**config.mk**
```make
export PLATFORM = sky130hd
export DESIGN_NAME = acbw_config
export DESIGN_NICKNAME = d
export VERILOG_FILES = /design/src/include/acbw_pkg.sv /design/src/logic/acbw_config.sv /design/src/logic/acbw_flow_scale.sv /design/src/logic/acbw_watchdog.sv
export SDC_FILE = /design/constraint.sdc
export NUM_CORES = 1
export LEC_CHECK = 0
export ABC_AREA = 1
export BUFFER_PORTS_ARGS = -buffer_cell sky130_fd_sc_hd__buf_2
export CAP_MARGIN = 10
export CORE_MARGIN = 5
export CORE_UTILIZATION = 41
export CTS_CLUSTER_SIZE = 25
export DETAILED_ROUTE_END_ITERATION = 10
export PLACE_DENSITY = 0.66
export SLEW_MARGIN = 20
export SYNTH_ARGS = -nofsm -noshare
export SYNTH_HDL_FRONTEND = slang
export SYNTH_HIERARCHICAL = 1
export SYNTH_SLANG_ARGS = --single-unit
```
**constraint.sdc**
```tcl
create_clock -name clk_i -period 6.75 [get_ports clk_i]
set_clock_uncertainty 0.1 [all_clocks]
set_input_delay 0.3375 -clock clk_i [delete_from_list [all_inputs] [get_ports clk_i]]
set_output_delay 0.3375 -clock clk_i [all_outputs]
set_load 0.02 [all_outputs]
```
**src/include/acbw_pkg.sv**
```systemverilog
/*
 * Constants for the actuator configuration and bus watchdog register slice:
 * register addresses, field codes, reset values, limits and timing.
 * Assumes a Modbus frame handler outside that turns register reads and writes
 * into single-cycle strobes on the 0-based register address.
 */
package acbw_pkg;

    localparam int unsigned CLK_PERIOD_NS = 5;
    localparam int unsigned SECOND_NS     = 1000000000;

    // 0-based register addresses, as used on the wire
    localparam logic [15:0] ADDR_MALFUNCTION = 16'h0068;
    localparam logic [15:0] ADDR_SENSOR_ONE  = 16'h006B;
    localparam logic [15:0] ADDR_FAIL_POS    = 16'h006C;
    localparam logic [15:0] ADDR_WD_TIMEOUT  = 16'h006D;
    localparam logic [15:0] ADDR_NOM_M3H     = 16'h006E;
    localparam logic [15:0] ADDR_RSVD_A      = 16'h006F;
    localparam logic [15:0] ADDR_NOM_LOW     = 16'h0070;
    localparam logic [15:0] ADDR_NOM_HIGH    = 16'h0071;
    localparam logic [15:0] ADDR_RSVD_B      = 16'h0072;
    localparam logic [15:0] ADDR_RSVD_C      = 16'h0073;
    localparam logic [15:0] ADDR_CTRL_MODE   = 16'h0074;
    localparam logic [15:0] ADDR_FLOW_UNIT   = 16'h0075;
    localparam logic [15:0] ADDR_SP_SOURCE   = 16'h0076;

    localparam logic [15:0] WORD_UNSUPPORTED = 16'hFFFF;
    localparam int unsigned MALF_WDOG_BIT    = 10;

    localparam logic [2:0]  SENS_NONE   = 3'h0;
    localparam logic [2:0]  SENS_ACTIVE = 3'h1;
    localparam logic [2:0]  SENS_SWITCH = 3'h4;

    localparam logic [1:0]  FAIL_NONE  = 2'h0;
    localparam logic [1:0]  FAIL_CLOSE = 2'h1;
    localparam logic [1:0]  FAIL_OPEN  = 2'h2;
    localparam logic [1:0]  FAIL_MID   = 2'h3;

    localparam logic [11:0] TIMEOUT_RESET = 12'h000;
    localparam logic [11:0] TIMEOUT_MAX   = 12'hE10;
    localparam logic [11:0] TIMEOUT_AUTO  = 12'h078;

    localparam logic        MODE_POSITION = 1'b0;
    localparam logic        MODE_FLOW     = 1'b1;

    localparam logic [2:0]  UNIT_M3S   = 3'h0;
    localparam logic [2:0]  UNIT_M3H   = 3'h1;
    localparam logic [2:0]  UNIT_LS    = 3'h2;
    localparam logic [2:0]  UNIT_LMIN  = 3'h3;
    localparam logic [2:0]  UNIT_LH    = 3'h4;
    localparam logic [2:0]  UNIT_GPM   = 3'h5;
    localparam logic [2:0]  UNIT_CFM   = 3'h6;

    localparam logic        SRC_ANALOG = 1'b0;
    localparam logic        SRC_BUS    = 1'b1;

    // Thousandths of the unit per m3/h, in Q16 fixed point
    localparam logic [39:0] K_M3S  = 40'h00_0000_471C;
    localparam logic [39:0] K_M3H  = 40'h00_03E8_0000;
    localparam logic [39:0] K_LS   = 40'h00_0115_C71C;
    localparam logic [39:0] K_LMIN = 40'h00_411A_AAAB;
    localparam logic [39:0] K_LH   = 40'h0F_4240_0000;
    localparam logic [39:0] K_GPM  = 40'h00_1132_CB35;
    localparam logic [39:0] K_CFM  = 40'h00_024C_90F8;

endpackage

```
**src/logic/acbw_config.sv**
```systemverilog
/*
 * Configuration register slice of a bus-controlled airflow actuator:
 * sensor type, bus watchdog, nominal flow readback and mode selectors.
 * Assumes a Modbus frame handler on the same clock that presents one
 * register access per strobe at a 0-based address, and control logic that
 * strobes setpoint_write_i / override_write_i on writes to registers 1 and 2.
 */
// Functional notes
// - Sensor one type: 0 none, 1 active/hybrid, 4 switch; 2,3 unused; resets 0.
// - Analog source with active sensor makes the analog setpoint report in millivolts.
// - Supervision off by default; without it the last setpoint is simply kept.
// - With supervision on, no setpoint/override rewrite before timeout drives fail position.
// - A watchdog trip is recorded in the malfunction register for the master.
// - Trip is bit 10 of the malfunction word; other fault bits may coexist.
// - Fail position offers none, fast close, fast open, mid; resets to none.
// - Timeout in whole seconds 0..3600; zero disables supervision entirely.
// - Timeout defaults 0, but becomes 120 s when a fail position other than none is chosen before any timeout write.
// - Nominal flow 32-bit in thousandths: low word at 112, high at 113.
// - The 32-bit nominal flow always follows the chosen flow unit.
// - Control mode 0 selects position control, 1 selects flow control.
// - Flow unit: 0 m3/s,1 m3/h,2 l/s,3 l/min,4 l/h,5 gpm,6 cfm; resets 1.
// - Setpoint source 0 analog input, 1 bus register; resets to 1.
`timescale 1ns/10ps
module acbw_config #(
    parameter int unsigned CYCLES_PER_SEC = acbw_pkg::SECOND_NS / acbw_pkg::CLK_PERIOD_NS
) (
    input  wire logic        clk_i,
    input  wire logic        resetn_i,
    input  wire logic [15:0] reg_addr_i,
    input  wire logic        reg_wr_i,
    input  wire logic [15:0] reg_wdata_i,
    input  wire logic        reg_rd_i,
    output logic      [15:0] reg_rdata_o,
    output logic             reg_rvalid_o,
    output logic             reg_wack_o,
    output logic             reg_werr_o,
    input  wire logic        setpoint_write_i,
    input  wire logic        override_write_i,
    input  wire logic [15:0] fault_bits_i,
    input  wire logic [15:0] nominal_m3h_i,
    output logic      [2:0]  sensor_one_type_o,
    output logic             analog_mv_report_o,
    output logic             control_mode_o,
    output logic      [2:0]  chosen_flow_unit_o,
    output logic             setpoint_source_o,
    output logic             watchdog_trip_o,
    output logic             fail_active_o,
    output logic      [1:0]  fail_position_o
);
    typedef struct packed {
        logic [2:0]  sensor;
        logic [1:0]  fail;
        logic [11:0] timeout;
        logic        timeout_set;
        logic        mode;
        logic [2:0]  unit;
        logic        src;
        logic [15:0] rdata;
        logic        rvalid;
        logic        wack;
        logic        werr;
        logic        analog_mv;
        logic        trip;
        logic        fail_active;
        logic [1:0]  fail_pos;
    } acbw_cfg_state_t;

    acbw_cfg_state_t s;
    acbw_cfg_state_t next_s;
    logic            wd_trip;
    logic [31:0]     flow_value;
    logic [15:0]     malfunction;

    // Refusing illegal codes keeps every field inside its documented range
    function automatic logic acbw_write_legal(input logic [15:0] addr,
                                              input logic [15:0] data);
        case (addr)
            acbw_pkg::ADDR_SENSOR_ONE:
                acbw_write_legal = (data == 16'(acbw_pkg::SENS_NONE))
                                || (data == 16'(acbw_pkg::SENS_ACTIVE))
                                || (data == 16'(acbw_pkg::SENS_SWITCH));
            acbw_pkg::ADDR_FAIL_POS:
                acbw_write_legal = (data <= 16'(acbw_pkg::FAIL_MID));
            acbw_pkg::ADDR_WD_TIMEOUT:
                acbw_write_legal = (data <= 16'(acbw_pkg::TIMEOUT_MAX));
            acbw_pkg::ADDR_CTRL_MODE:
                acbw_write_legal = (data <= 16'(acbw_pkg::MODE_FLOW));
            acbw_pkg::ADDR_FLOW_UNIT:
                acbw_write_legal = (data <= 16'(acbw_pkg::UNIT_CFM));
            acbw_pkg::ADDR_SP_SOURCE:
                acbw_write_legal = (data <= 16'(acbw_pkg::SRC_BUS));
            default:
                acbw_write_legal = 1'b0;
        endcase
    endfunction

    function automatic logic acbw_is_unsupported(input logic [15:0] addr);
        acbw_is_unsupported = (addr == acbw_pkg::ADDR_RSVD_A)
                           || (addr == acbw_pkg::ADDR_RSVD_B)
                           || (addr == acbw_pkg::ADDR_RSVD_C);
    endfunction

    acbw_watchdog #(
        .CYCLES_PER_SEC (CYCLES_PER_SEC)
    ) u_watchdog (
        .clk_i          (clk_i),
        .resetn_i       (resetn_i),
        .timeout_s_i    (s.timeout),
        .renew_i        (setpoint_write_i | override_write_i),
        .trip_o         (wd_trip)
    );

    acbw_flow_scale u_flow_scale (
        .clk_i              (clk_i),
        .resetn_i           (resetn_i),
        .nominal_m3h_i      (nominal_m3h_i),
        .chosen_flow_unit_i (s.unit),
        .flow_value_o       (flow_value)
    );

    // Outside fault bits pass through; only the watchdog bit is owned here
    always_comb
    begin
        malfunction = fault_bits_i;
        malfunction[acbw_pkg::MALF_WDOG_BIT] = wd_trip;
    end

    always_comb
    begin
        next_s        = s;
        next_s.rvalid = 1'b0;
        next_s.wack   = 1'b0;
        next_s.werr   = 1'b0;

        if (reg_wr_i)
        begin
            if (acbw_write_legal(reg_addr_i, reg_wdata_i))
            begin
                next_s.wack = 1'b1;
                case (reg_addr_i)
                    acbw_pkg::ADDR_SENSOR_ONE:
                        next_s.sensor = reg_wdata_i[2:0];
                    acbw_pkg::ADDR_FAIL_POS:
                    begin
                        next_s.fail = reg_wdata_i[1:0];
                        // Only an untouched timeout takes the automatic value
                        if (reg_wdata_i[1:0] != acbw_pkg::FAIL_NONE && !s.timeout_set)
                            next_s.timeout = acbw_pkg::TIMEOUT_AUTO;
                    end
                    acbw_pkg::ADDR_WD_TIMEOUT:
                    begin
                        next_s.timeout     = reg_wdata_i[11:0];
                        next_s.timeout_set = 1'b1;
                    end
                    acbw_pkg::ADDR_CTRL_MODE:
                        next_s.mode = reg_wdata_i[0];
                    acbw_pkg::ADDR_FLOW_UNIT:
                        next_s.unit = reg_wdata_i[2:0];
                    acbw_pkg::ADDR_SP_SOURCE:
                        next_s.src = reg_wdata_i[0];
                    default: ;
                endcase
            end
            else
                next_s.werr = 1'b1;
        end

        if (reg_rd_i)
        begin
            next_s.rvalid = 1'b1;
            case (reg_addr_i)
                acbw_pkg::ADDR_MALFUNCTION: next_s.rdata = malfunction;
                acbw_pkg::ADDR_SENSOR_ONE:  next_s.rdata = 16'(s.sensor);
                acbw_pkg::ADDR_FAIL_POS:    next_s.rdata = 16'(s.fail);
                acbw_pkg::ADDR_WD_TIMEOUT:  next_s.rdata = 16'(s.timeout);
                acbw_pkg::ADDR_NOM_M3H:     next_s.rdata = nominal_m3h_i;
                acbw_pkg::ADDR_NOM_LOW:     next_s.rdata = flow_value[15:0];
                acbw_pkg::ADDR_NOM_HIGH:    next_s.rdata = flow_value[31:16];
                acbw_pkg::ADDR_CTRL_MODE:   next_s.rdata = 16'(s.mode);
                acbw_pkg::ADDR_FLOW_UNIT:   next_s.rdata = 16'(s.unit);
                acbw_pkg::ADDR_SP_SOURCE:   next_s.rdata = 16'(s.src);
                default:                    next_s.rdata = acbw_pkg::WORD_UNSUPPORTED;
            endcase
        end

        next_s.analog_mv = (s.src == acbw_pkg::SRC_ANALOG)
                        && (s.sensor == acbw_pkg::SENS_ACTIVE);
        next_s.trip = wd_trip;
        // Fail none keeps the last setpoint even when the trip is reported
        next_s.fail_active = wd_trip && (s.fail != acbw_pkg::FAIL_NONE);
        next_s.fail_pos    = s.fail;
    end

    always_ff @(posedge clk_i)
    begin
        if (!resetn_i)
        begin
            s             <= '0;
            s.sensor      <= acbw_pkg::SENS_NONE;
            s.fail        <= acbw_pkg::FAIL_NONE;
            s.timeout     <= acbw_pkg::TIMEOUT_RESET;
            s.mode        <= acbw_pkg::MODE_POSITION;
            s.unit        <= acbw_pkg::UNIT_M3H;
            s.src         <= acbw_pkg::SRC_BUS;
            s.fail_pos    <= acbw_pkg::FAIL_NONE;
        end
        else
            s <= next_s;
    end

    assign reg_rdata_o        = s.rdata;
    assign reg_rvalid_o       = s.rvalid;
    assign reg_wack_o         = s.wack;
    assign reg_werr_o         = s.werr;
    assign sensor_one_type_o  = s.sensor;
    assign analog_mv_report_o = s.analog_mv;
    assign control_mode_o     = s.mode;
    assign chosen_flow_unit_o = s.unit;
    assign setpoint_source_o  = s.src;
    assign watchdog_trip_o    = s.trip;
    assign fail_active_o      = s.fail_active;
    assign fail_position_o    = s.fail_pos;
endmodule // acbw_config

```
**src/logic/acbw_flow_scale.sv**
```systemverilog
/*
 * Converts the nominal flow in whole m3/h into a 32-bit value in
 * thousandths of the chosen unit. Result is registered, one cycle late.
 * Assumes nominal flow and unit come from logic on the same clock.
 */
`timescale 1ns/10ps
module acbw_flow_scale (
    input  wire logic        clk_i,
    input  wire logic        resetn_i,
    input  wire logic [15:0] nominal_m3h_i,
    input  wire logic [2:0]  chosen_flow_unit_i,
    output logic      [31:0] flow_value_o
);
    typedef struct packed {
        logic [31:0] value;
    } acbw_scale_state_t;

    acbw_scale_state_t s;
    acbw_scale_state_t next_s;
    logic [55:0]       product;

    function automatic logic [39:0] acbw_unit_factor(input logic [2:0] unit);
        case (unit)
            acbw_pkg::UNIT_M3S:  acbw_unit_factor = acbw_pkg::K_M3S;
            acbw_pkg::UNIT_M3H:  acbw_unit_factor = acbw_pkg::K_M3H;
            acbw_pkg::UNIT_LS:   acbw_unit_factor = acbw_pkg::K_LS;
            acbw_pkg::UNIT_LMIN: acbw_unit_factor = acbw_pkg::K_LMIN;
            acbw_pkg::UNIT_LH:   acbw_unit_factor = acbw_pkg::K_LH;
            acbw_pkg::UNIT_GPM:  acbw_unit_factor = acbw_pkg::K_GPM;
            acbw_pkg::UNIT_CFM:  acbw_unit_factor = acbw_pkg::K_CFM;
            default:             acbw_unit_factor = acbw_pkg::K_M3H;
        endcase
    endfunction

    always_comb
    begin
        next_s = s;
        // Truncation toward zero; for l/h, nominal flows above 4294 m3/h overflow the 32 bits and wrap
        product = 56'(nominal_m3h_i) * 56'(acbw_unit_factor(chosen_flow_unit_i));
        next_s.value = product[47:16];
    end

    always_ff @(posedge clk_i)
    begin
        if (!resetn_i)
            s <= '0;
        else
            s <= next_s;
    end

    assign flow_value_o = s.value;

endmodule // acbw_flow_scale

```
**src/logic/acbw_watchdog.sv**
```systemverilog
/*
 * Bus watchdog: counts whole seconds since the last renewal and trips when
 * the programmed timeout is reached. A timeout of zero switches it off.
 * Assumes renew_i is a one-cycle strobe on the same clock.
 */
`timescale 1ns/10ps
module acbw_watchdog #(
    parameter int unsigned CYCLES_PER_SEC = acbw_pkg::SECOND_NS / acbw_pkg::CLK_PERIOD_NS
) (
    input  wire logic        clk_i,
    input  wire logic        resetn_i,
    input  wire logic [11:0] timeout_s_i,
    input  wire logic        renew_i,
    output logic             trip_o
);
    typedef enum logic [1:0] {WD_OFF, WD_RUN, WD_TRIP} acbw_wd_mode_t;

    typedef struct packed {
        acbw_wd_mode_t mode;
        logic [31:0]   pre;
        logic [11:0]   secs;
        logic          trip;
    } acbw_wd_state_t;

    localparam logic [31:0] PRE_LAST = 32'(CYCLES_PER_SEC - 1);

    acbw_wd_state_t s;
    acbw_wd_state_t next_s;

    always_comb
    begin
        next_s = s;
        case (s.mode)
            WD_OFF:
            begin
                next_s.pre  = '0;
                next_s.secs = '0;
                if (timeout_s_i != '0)
                    next_s.mode = WD_RUN;
            end
            WD_RUN:
            begin
                if (timeout_s_i == '0)
                    next_s.mode = WD_OFF;
                else if (s.secs >= timeout_s_i)
                    next_s.mode = WD_TRIP; // Expiry wins over a renewal in the same cycle
                else if (renew_i)
                begin
                    next_s.pre  = '0;
                    next_s.secs = '0;
                end
                else if (s.pre == PRE_LAST)
                begin
                    next_s.pre  = '0;
                    next_s.secs = s.secs + 12'h001;
                end
                else
                    next_s.pre = s.pre + 32'h0000_0001;
            end
            WD_TRIP:
            begin
                if (timeout_s_i == '0)
                    next_s.mode = WD_OFF;
                else if (renew_i)
                begin
                    next_s.mode = WD_RUN;
                    next_s.pre  = '0;
                    next_s.secs = '0;
                end
            end
            default: next_s.mode = WD_OFF;
        endcase
        next_s.trip = (next_s.mode == WD_TRIP);
    end

    always_ff @(posedge clk_i)
    begin
        if (!resetn_i)
            s <= '{mode: WD_OFF, pre: '0, secs: '0, trip: 1'b0};
        else
            s <= next_s;
    end

    assign trip_o = s.trip;
endmodule // acbw_watchdog

```
# Word level (Yosys, flattened, before mapping)
# Index checks and enable logic that the tools add are counted.
# word_totals
reg_bits	126
in_bits	70
out_inout_bits	32
wordCells	106
# op_classes
n_addsub	2
multipliers	1
n_lt_le_gt_ge	5
eq_ne	28
mux	22
bitwise_logic	2
n_reduce_logical	26
# op_table
cell	n
case mux 36 bit (6 select lines)	1
2-to-1 mux 44 bit	4
== test 16 x 7 -> 1 bit, second input constant	10
case mux 16 bit (10 select lines)	1
case mux 44 bit (3 select lines)	1
multiplier 16 x 36 -> 48 bit	1
2-to-1 mux 46 bit	1
adder 32 x 1 -> 32 bit, second input constant	1
== test 32 x 28 -> 1 bit, second input constant	1
2-to-1 mux 32 bit	1
2-to-1 mux 12 bit	2
case mux 12 bit (2 select lines)	1
AND reduction 3 bit	6
== test 16 x 1 -> 1 bit, second input constant	1
== test 16 x 3 -> 1 bit, second input constant	1
<= comparator 16 x 1 -> 1 bit, second input constant	1
<= comparator 16 x 12 -> 1 bit, second input constant	1
<= comparator 16 x 2 -> 1 bit, second input constant	1
<= comparator 16 x 3 -> 1 bit, second input constant	1
logical NOT 16 bit	1
adder 12 x 1 -> 12 bit, second input constant	1
greater-or-equal comparator 12 bit	1
logical NOT 12 bit	1
nonzero test 12 bit	1
other kinds (26)	44

# Depth between registers and ports, before layout
# Gate-level depths: netlist (run 1).
# logic_depth
depth_word	6
ltp_mapped	33
ltp_nobuf	33

# Cells and area by module
# Netlist (run 1), hierarchy kept.
# modules_own_cells
mod	n_inst	cells_per_inst	area_each_um2	seq_area_each_um2
acbw_flow_scale	1	2111	16752.3	640.6
acbw_watchdog	1	626	3692.3	940.9
acbw_config	1	567	3293.2	940.9

# Least setup slack after synthesis (run 1)
# OpenSTA, ideal clock, no wires.
# synth_timing
path_type	reg-to-reg
from	reg s (netlist bit chosen_flow_unit_o[0])
to	reg u_flow_scale.s (netlist bit u_flow_scale/flow_value_o[22])
setup_time_ps	113
arrival_ps	6031
required_ps	6537
slack_ps	506
path_stages_with_launch	29
path_buffers	1
period_less_slack_ps	6244
cell_sequence	dfxtp_1 buf_4 nor2_2 inv_1 nand2_2 clkinv_1 nor2_1 inv_1 fa_1 inv_1 fa_1 fa_1 fa_1 fa_1 inv_1 fa_1 inv_1 ha_1 nand2_1 nor2_1 inv_1 nor2_1 nand4_1 o21ai_2 nand2_1 nand2_1 nand2_1 nand2_1 nor2_1
# synth_via
elab_chain_cells	3
elab_cells_between_ends	8
cone_classes	mul: 1; eq/ne: 5; mux: 1; reduce/logical: 1
# synth_lines
item	line	source
start: declaration	acbw_config.sv:68	acbw_cfg_state_t s;
start signal: assignment	acbw_config.sv:208	s <= next_s;
== test 3 bit (tied with other cells)	acbw_flow_scale.sv:23	case (unit)
case mux 36 bit (6 select lines) (*)	acbw_flow_scale.sv:23	
multiplier 16 x 36 -> 48 bit (*)	acbw_flow_scale.sv:39	product = 56'(nominal_m3h_i) * 56'(acbw_unit_factor(chosen_flow_unit_i));
end signal: assignment	acbw_flow_scale.sv:48	s <= next_s;
end: declaration	acbw_flow_scale.sv:18	acbw_scale_state_t s;
# Mark *: on every way between the ends. The rest lies on a longest branch, timed or not.
# A chain may end at the register's enable or synchronous reset.

# Worst setup path in the final report (run 1)
# layout_timing
from	reg s (netlist bit chosen_flow_unit_o[0])
to	reg u_flow_scale.s (netlist bit u_flow_scale/flow_value_o[17])
# The elaborated chain is that of the path after synthesis.

==> results of run 1 <==
==> Yosys cell counts, types with 2 or more instances <==
cell	instances
o21a_1	11
fa_1	397
nand2_1	626
ha_1	162
nor3b_1	2
nor2_8	2
nand2_4	2
nor2_1	527
dfxtp_1	126
o21ai_1	2
buf_2	16
nor3_1	32
xor2_1	4
nand4_1	56
buf_1	5
a21boi_0	3
inv_2	7
or2_2	4
nand3_1	141
o211ai_1	2
nand2_2	15
clkbuf_1	47
a21o_1	16
inv_1	758
o21bai_1	16
nand3_4	4
buf_6	9
clkinv_1	17
and3_1	3
a31oi_1	10
nor2_4	2
a21oi_1	137
nor4_1	3
xnor2_1	6
nor2_2	18
inv_4	2
and2_1	2
nand3_2	5
buf_4	27
nor3_2	5
o21ai_0	66
==> logic make-up after synthesis <==
| kind of cell | count (synthesis) | share of synthesized area, % |
|---|---|---|
| AND/OR/NAND/NOR | 1450 | 25.7 |
| buffers and inverters | 890 | 14.9 |
| adder cells (fa/ha/maj) | 559 | 42.0 |
| AO/OA/AOI/OAI | 269 | 6.35 |
| flip-flops | 126 | 10.6 |
| XOR/XNOR | 10 | 0.369 |
==> routing by layer <==
metal,track usage (%),vias to the layer above,part of all wire (%)
met3,3.90,178,8.3
met4,8.62,2,4.5
met5,0,-,0.017
li1,-,10400,-
met2,38.5,909,45
met1,33.0,10500,42
==> area by class of cell <==
cell class | instances | area (sq um) | share of cell area (%)
Multi-Input combinational cell | 2288 | 18100 | 65.6
Inverter | 785 | 2970 | 10.8
Sequential cell | 126 | 2530 | 9.15
Timing Repair Buffer | 352 | 2460 | 8.90
Tap cell | 765 | 957 | 3.47
Clock buffer | 19 | 443 | 1.60
Clock inverter | 13 | 141 | 0.512
==> metrics by stage <==
step | utilization, % | power (mW) | hold WS [ns] | cell area, sq um
after detailed placement | 46.1 | 4.09 | 0.343 | 26500
final | 48.1 | 5.25 | 0.147 | 27600
after global placement | 46.1 | 4.09 | 0.340 | 26500
after global routing | 48.1 | 5.68 | 0.155 | 27600
after CTS | 47.1 | 5.03 | 0.131 | 27100
after floorplan | - | 2.68 | 0.330 | 23700
==> tightest hold or removal path: cells and delay by family <==
kind,cells,cell delay (ns)
buf+inv,1,0.14
simple gates,1,0.09
compound gates,1,0.06
==> power breakdown <==
part	switching, mW	internal [mW]
registers	0.0233	0.811
clock network	0.373	0.554
logic	2.01	1.47
total	2.41	2.84
==> worst max-delay path by stage <==
stage | startpoint | to | slack (ns) | cells past startpoint
6_report | chosen_flow_unit_o[0]$_SDFFE_PN1P_ | u_flow_scale/flow_value_o[17]$_SDFF_PN0_ | 0.20 | 32
5_1_grt | chosen_flow_unit_o[0]$_SDFFE_PN1P_ | u_flow_scale/flow_value_o[22]$_SDFF_PN0_ | -0.05 | 31
4_1_cts | chosen_flow_unit_o[1]$_SDFFE_PN0P_ | u_flow_scale/flow_value_o[31]$_SDFF_PN0_ | 0.006 | 31
3_5_place_dp | chosen_flow_unit_o[2]$_SDFFE_PN0P_ | u_flow_scale/flow_value_o[30]$_SDFF_PN0_ | -0.06 | 28
3_3_place_gp | chosen_flow_unit_o[0]$_SDFFE_PN1P_ | u_flow_scale/flow_value_o[30]$_SDFF_PN0_ | -0.11 | 29
2_1_floorplan | chosen_flow_unit_o[0]$_SDFFE_PN1P_ | u_flow_scale/flow_value_o[22]$_SDFF_PN0_ | 0.51 | 28
==> flip-flops by register name, indices dropped and copies added, names as in the netlist, 2 cells and up <==
register                   flops
next_s                         2
chosen_flow_unit_o             3
reg_rdata_o                   16
sensor_one_type_o              3
u_flow_scale/flow_value_o     32
s                             13
fail_position_o                2
u_watchdog/s                  46
==> repair_timing <==
item                                    CTS  global route
pin swaps                                 0            28
resized for setup                         7           139
endpoints found under the setup margin   12            30
buffers inserted                          0             7
==> flow_summary.ini, run 1 <==
[run_status]
status = complete, no violations

[detailed_routing]
detail-route-antenna-nets = 0
via_per_inst = 5.05
via_count = 21900
drc = 0
drtIter0Drc = 1815
drt_wl_total_mm = 75.3
drtPass1Iterations = 6
routedWlPerCell_um = 17.3

[logic_synthesis]
syn_area_sq_mm = 0.0237
yosys-top-cells-area = fa_1 (33%), inv_1 (12%), dfxtp_1 (11%)
synth_top_area_share_pct = 33.5
synth_flop_cell = dfxtp_1
synth_nets = 3933
seq_area_frac_synth_pct = 10.6
synth_cells = 3304
yosysUniqueCellTypes = 50
synth_top_cell_by_area = fa_1
synth_seq_cells = 126
syn_avg_cell_area_sq_um = 7.18
ys_warn_count = 6
synth-edff-count = 0
async_flop_share_pct = 0

[worst_setup_path]
crit_family = adder cells
cp_common_cell = fa_1
critical-path-max-stage-delay_ns = 0.56
r2r_setup_slack_ns = 0.20
r2r_cells = 32
cp.required_ns = 6.98
cp-end-kind = register
crit_type = register to register
worst_setup_path_start_kind = register
crit_fanout = 7
slowest_stage = fa_1
arrival_ns = 6.78
worstReg2RegStart = chosen_flow_unit_o[0]$_SDFFE_PN1P_
timing.rr.end = u_flow_scale/flow_value_o[17]$_SDFF_PN0_
cp_num_buf_inv = 11

[global_route]
grt_pass1_vias = 21800
grt_max_degree = 49
grt_usage_pct = 24.0
overflow = 0
grt_pass1_wl_mm = 119
antenna_found_initial = 1

[min_path]
hold_start = reg_wdata_i[2]
holdPathStages = 3
holdPathEnd = chosen_flow_unit_o[2]$_SDFFE_PN0P_
hp-class = input port to register

[timing]
fmax_mhz = 153
hold_viol_final = 0
finalCriticalPeriod_ns = 6.55
tns_ns = 0
fin_ws_ns = 0.197
finalMaxSlewViolations = 0
fin_crit_sh_pct = 97.1
rsz0062_at_grt = yes
worst_slew_pin_slew_ns = 1.07
slew_headroom_pct = 28.5
setup_violations = 0

[placed_design]
dpl.hpwl_mm = 63.8
gp_congestion = 1.00
dp.cells = 4309
numPortBuffers = 100
pre_cts_ws_ns = -0.0617

[die]
rows = 88
die_area_sq_mm = 0.0628
core_sq_mm = 0.0575
dieHeight_um = 251
initial_utilization_pct = 41.3
die_x_um = 251
boundaryPins = 102

[clock_network]
hold_buffers = 0
cts_tree = yes
clockRootBuffer = clkbuf_16
clock-sinks = 126
cts.clk_slew.worst_paths_ns = 0.06
clockBufferDepth = 2
htree_levels = 4
cts_buffers = 17
clkLatencyLatePin_ns = 0.44

[pwr]
cellPowerDensity_mw_per_mm2 = 190
irDropWorstVdd_mv = 0.376
leakage_nw = 14.1

[job]
drv_cap = 0

[layout]
area_growth_pct = 16.4
layout_commonest_cell = inv_1
final_cell_mix = inv_1 (752), nand2_1 (611), nor2_1 (482), fa_1 (394), buf_4 (245)
nets = 4199
drive_gt1_share_pct = 15.9
diodes = 0
final_cells = 4348
fillCellCount = 5792
Note: power is estimated with default switching activity, not from simulation.
==> run 2, diff against run 1 <==
- CORE_MARGIN: 5 -> not set
- REMOVE_ABC_BUFFERS: not set -> 1
- TNS_END_PERCENT: not set -> 100
==> flow_summary.ini, run 2 (same netlist as run 1, synthesis figures left out) <==
[global_route]
overflow = 0
grt_usage_pct = 26.1
antenna_found_initial = 0
grt_pass1_wl_mm = 119
grt_max_degree = 49
grt_pass1_vias = 22200

[detailed_routing]
drtPass1Iterations = 6
drc = 0
via_count = 21900
detail-route-antenna-nets = 0
drt_wl_total_mm = 75.1
drtIter0Drc = 1842
routedWlPerCell_um = 17.3
via_per_inst = 5.04

[layout]
area_growth_pct = 16.5
layout_commonest_cell = inv_1
largest_reg_flops = 46
final_core_util_pct = 48.7
final_cell_mix = inv_1 (752), nand2_1 (614), nor2_1 (488), fa_1 (389), buf_4 (246)
top_register = u_watchdog/s
drive_gt1_share_pct = 15.7
nets = 4204
fin_area_sq_mm = 0.0277
diodes = 0

[worst_setup_path]
crit_fanout = 12
cp-end-kind = register
slowest_stage = fa_2
cp.required_ns = 6.99
r2r_cells = 25
r2r_setup_slack_ns = 0.17
worst_setup_path_start_kind = register
cp_common_cell = fa_1
crit_type = register to register
critical-path-max-stage-delay_ns = 0.65
arrival_ns = 6.82

[job]
drv_cap = 0

[pwr]
cellPowerDensity_mw_per_mm2 = 190
irDropWorstVdd_mv = 0.221
leakage_nw = 14.1

[die]
boundaryPins = 102
initial_utilization_pct = 41.8
core_sq_mm = 0.0568
dieHeight_um = 243
rows = 87
die_area_sq_mm = 0.0589
die_x_um = 243

[timing]
finalMaxSlewViolations = 0
fin_ws_ns = 0.169
worst_slew_pin_slew_ns = 1.01
rsz0062_at_grt = yes
tns_ns = 0
hold_viol_final = 0
finalCriticalPeriod_ns = 6.58
fin_crit_sh_pct = 97.5
setup_violations = 0
hold_ws_ns = 0.153
fmax_mhz = 152
slew_headroom_pct = 32.1

[run_status]
status = complete, no violations

[placed_design]
place_area_sq_mm = 0.0265
numPortBuffers = 100
pre_cts_ws_ns = 0.0138
dpl.hpwl_mm = 63.4
gp_congestion = 1.02

[clock_network]
clockBufferDepth = 2
cts.clk_slew.worst_paths_ns = 0.06
clock-sinks = 126
htree_levels = 4
clkLatencyLatePin_ns = 0.43
cts_buffers = 17
cts_tree = yes
clockRootBuffer = clkbuf_16

[min_path]
hp-class = input port to register
holdPathStages = 3
## run 2: repair_timing
item / 4_1_cts / 5_1_grt
hold endpoints to repair: 0 / 0
gates resized for setup: 1 / 130
buffers inserted: 0 / 8
gates cloned: 0 / 0
hold buffers: 0 / 0
setup endpoints to repair: 2 / 29
pin swaps: 0 / 24
## run 2: worst max-delay path, delay by kind of cell (launching register included)
| family | cells | cell delay, ns |
|---|---|---|
| flip-flops | 1 | 0.40 |
| buffers and inverters | 6 | 0.72 |
| AND/OR/NAND/NOR | 7 | 1.07 |
| adder cells (fa/ha/maj) | 7 | 3.40 |
| AO/OA/AOI/OAI | 5 | 0.79 |
## run 2: path summary, 6_finish.rpt
check                                                        start                                  endpoint
worst max-delay path            chosen_flow_unit_o[1]$_SDFFE_PN0P_  u_flow_scale/flow_value_o[16]$_SDFF_PN0_
worst min register to register                  s[29]$_SDFFE_PN0P_                        s[29]$_SDFFE_PN0P_
worst max register to register  chosen_flow_unit_o[1]$_SDFFE_PN0P_  u_flow_scale/flow_value_o[16]$_SDFF_PN0_
worst min-delay path                                reg_wdata_i[1]                    next_s[1]$_SDFFE_PN0P_
## run 2: final cells by class
cell class / instances / area (sq um)
Fill cell: 5691 / 29200
Tap cell: 756 / 946
Clock buffer: 20 / 447
Inverter: 785 / 2970
Sequential cell: 126 / 2520
Clock inverter: 12 / 168
Timing Repair Buffer: 357 / 2510
Multi-Input combinational cell: 2288 / 18100
## run 2: metal layers
metal	track usage (%)	routed length (um)
met1	34.2	31000
met2	41.8	33800
met3	4.15	5900
met4	12.9	4290
met5	0.817	68
## run 2: through the flow
stage	cells	power, mW
4_1_cts	4336	5.05
2_1_floorplan	3199	2.66
5_1_grt	4344	5.66
6_report	4344	5.25
3_5_place_dp	4304	4.06
3_3_place_gp	4304	4.04
## run 2: where the power goes
group          switching (mW)  internal [mW]  leakage, nW
sequential             0.0202          0.812         1.03
clock                   0.347          0.623        0.296
combinational            2.01           1.44         12.8
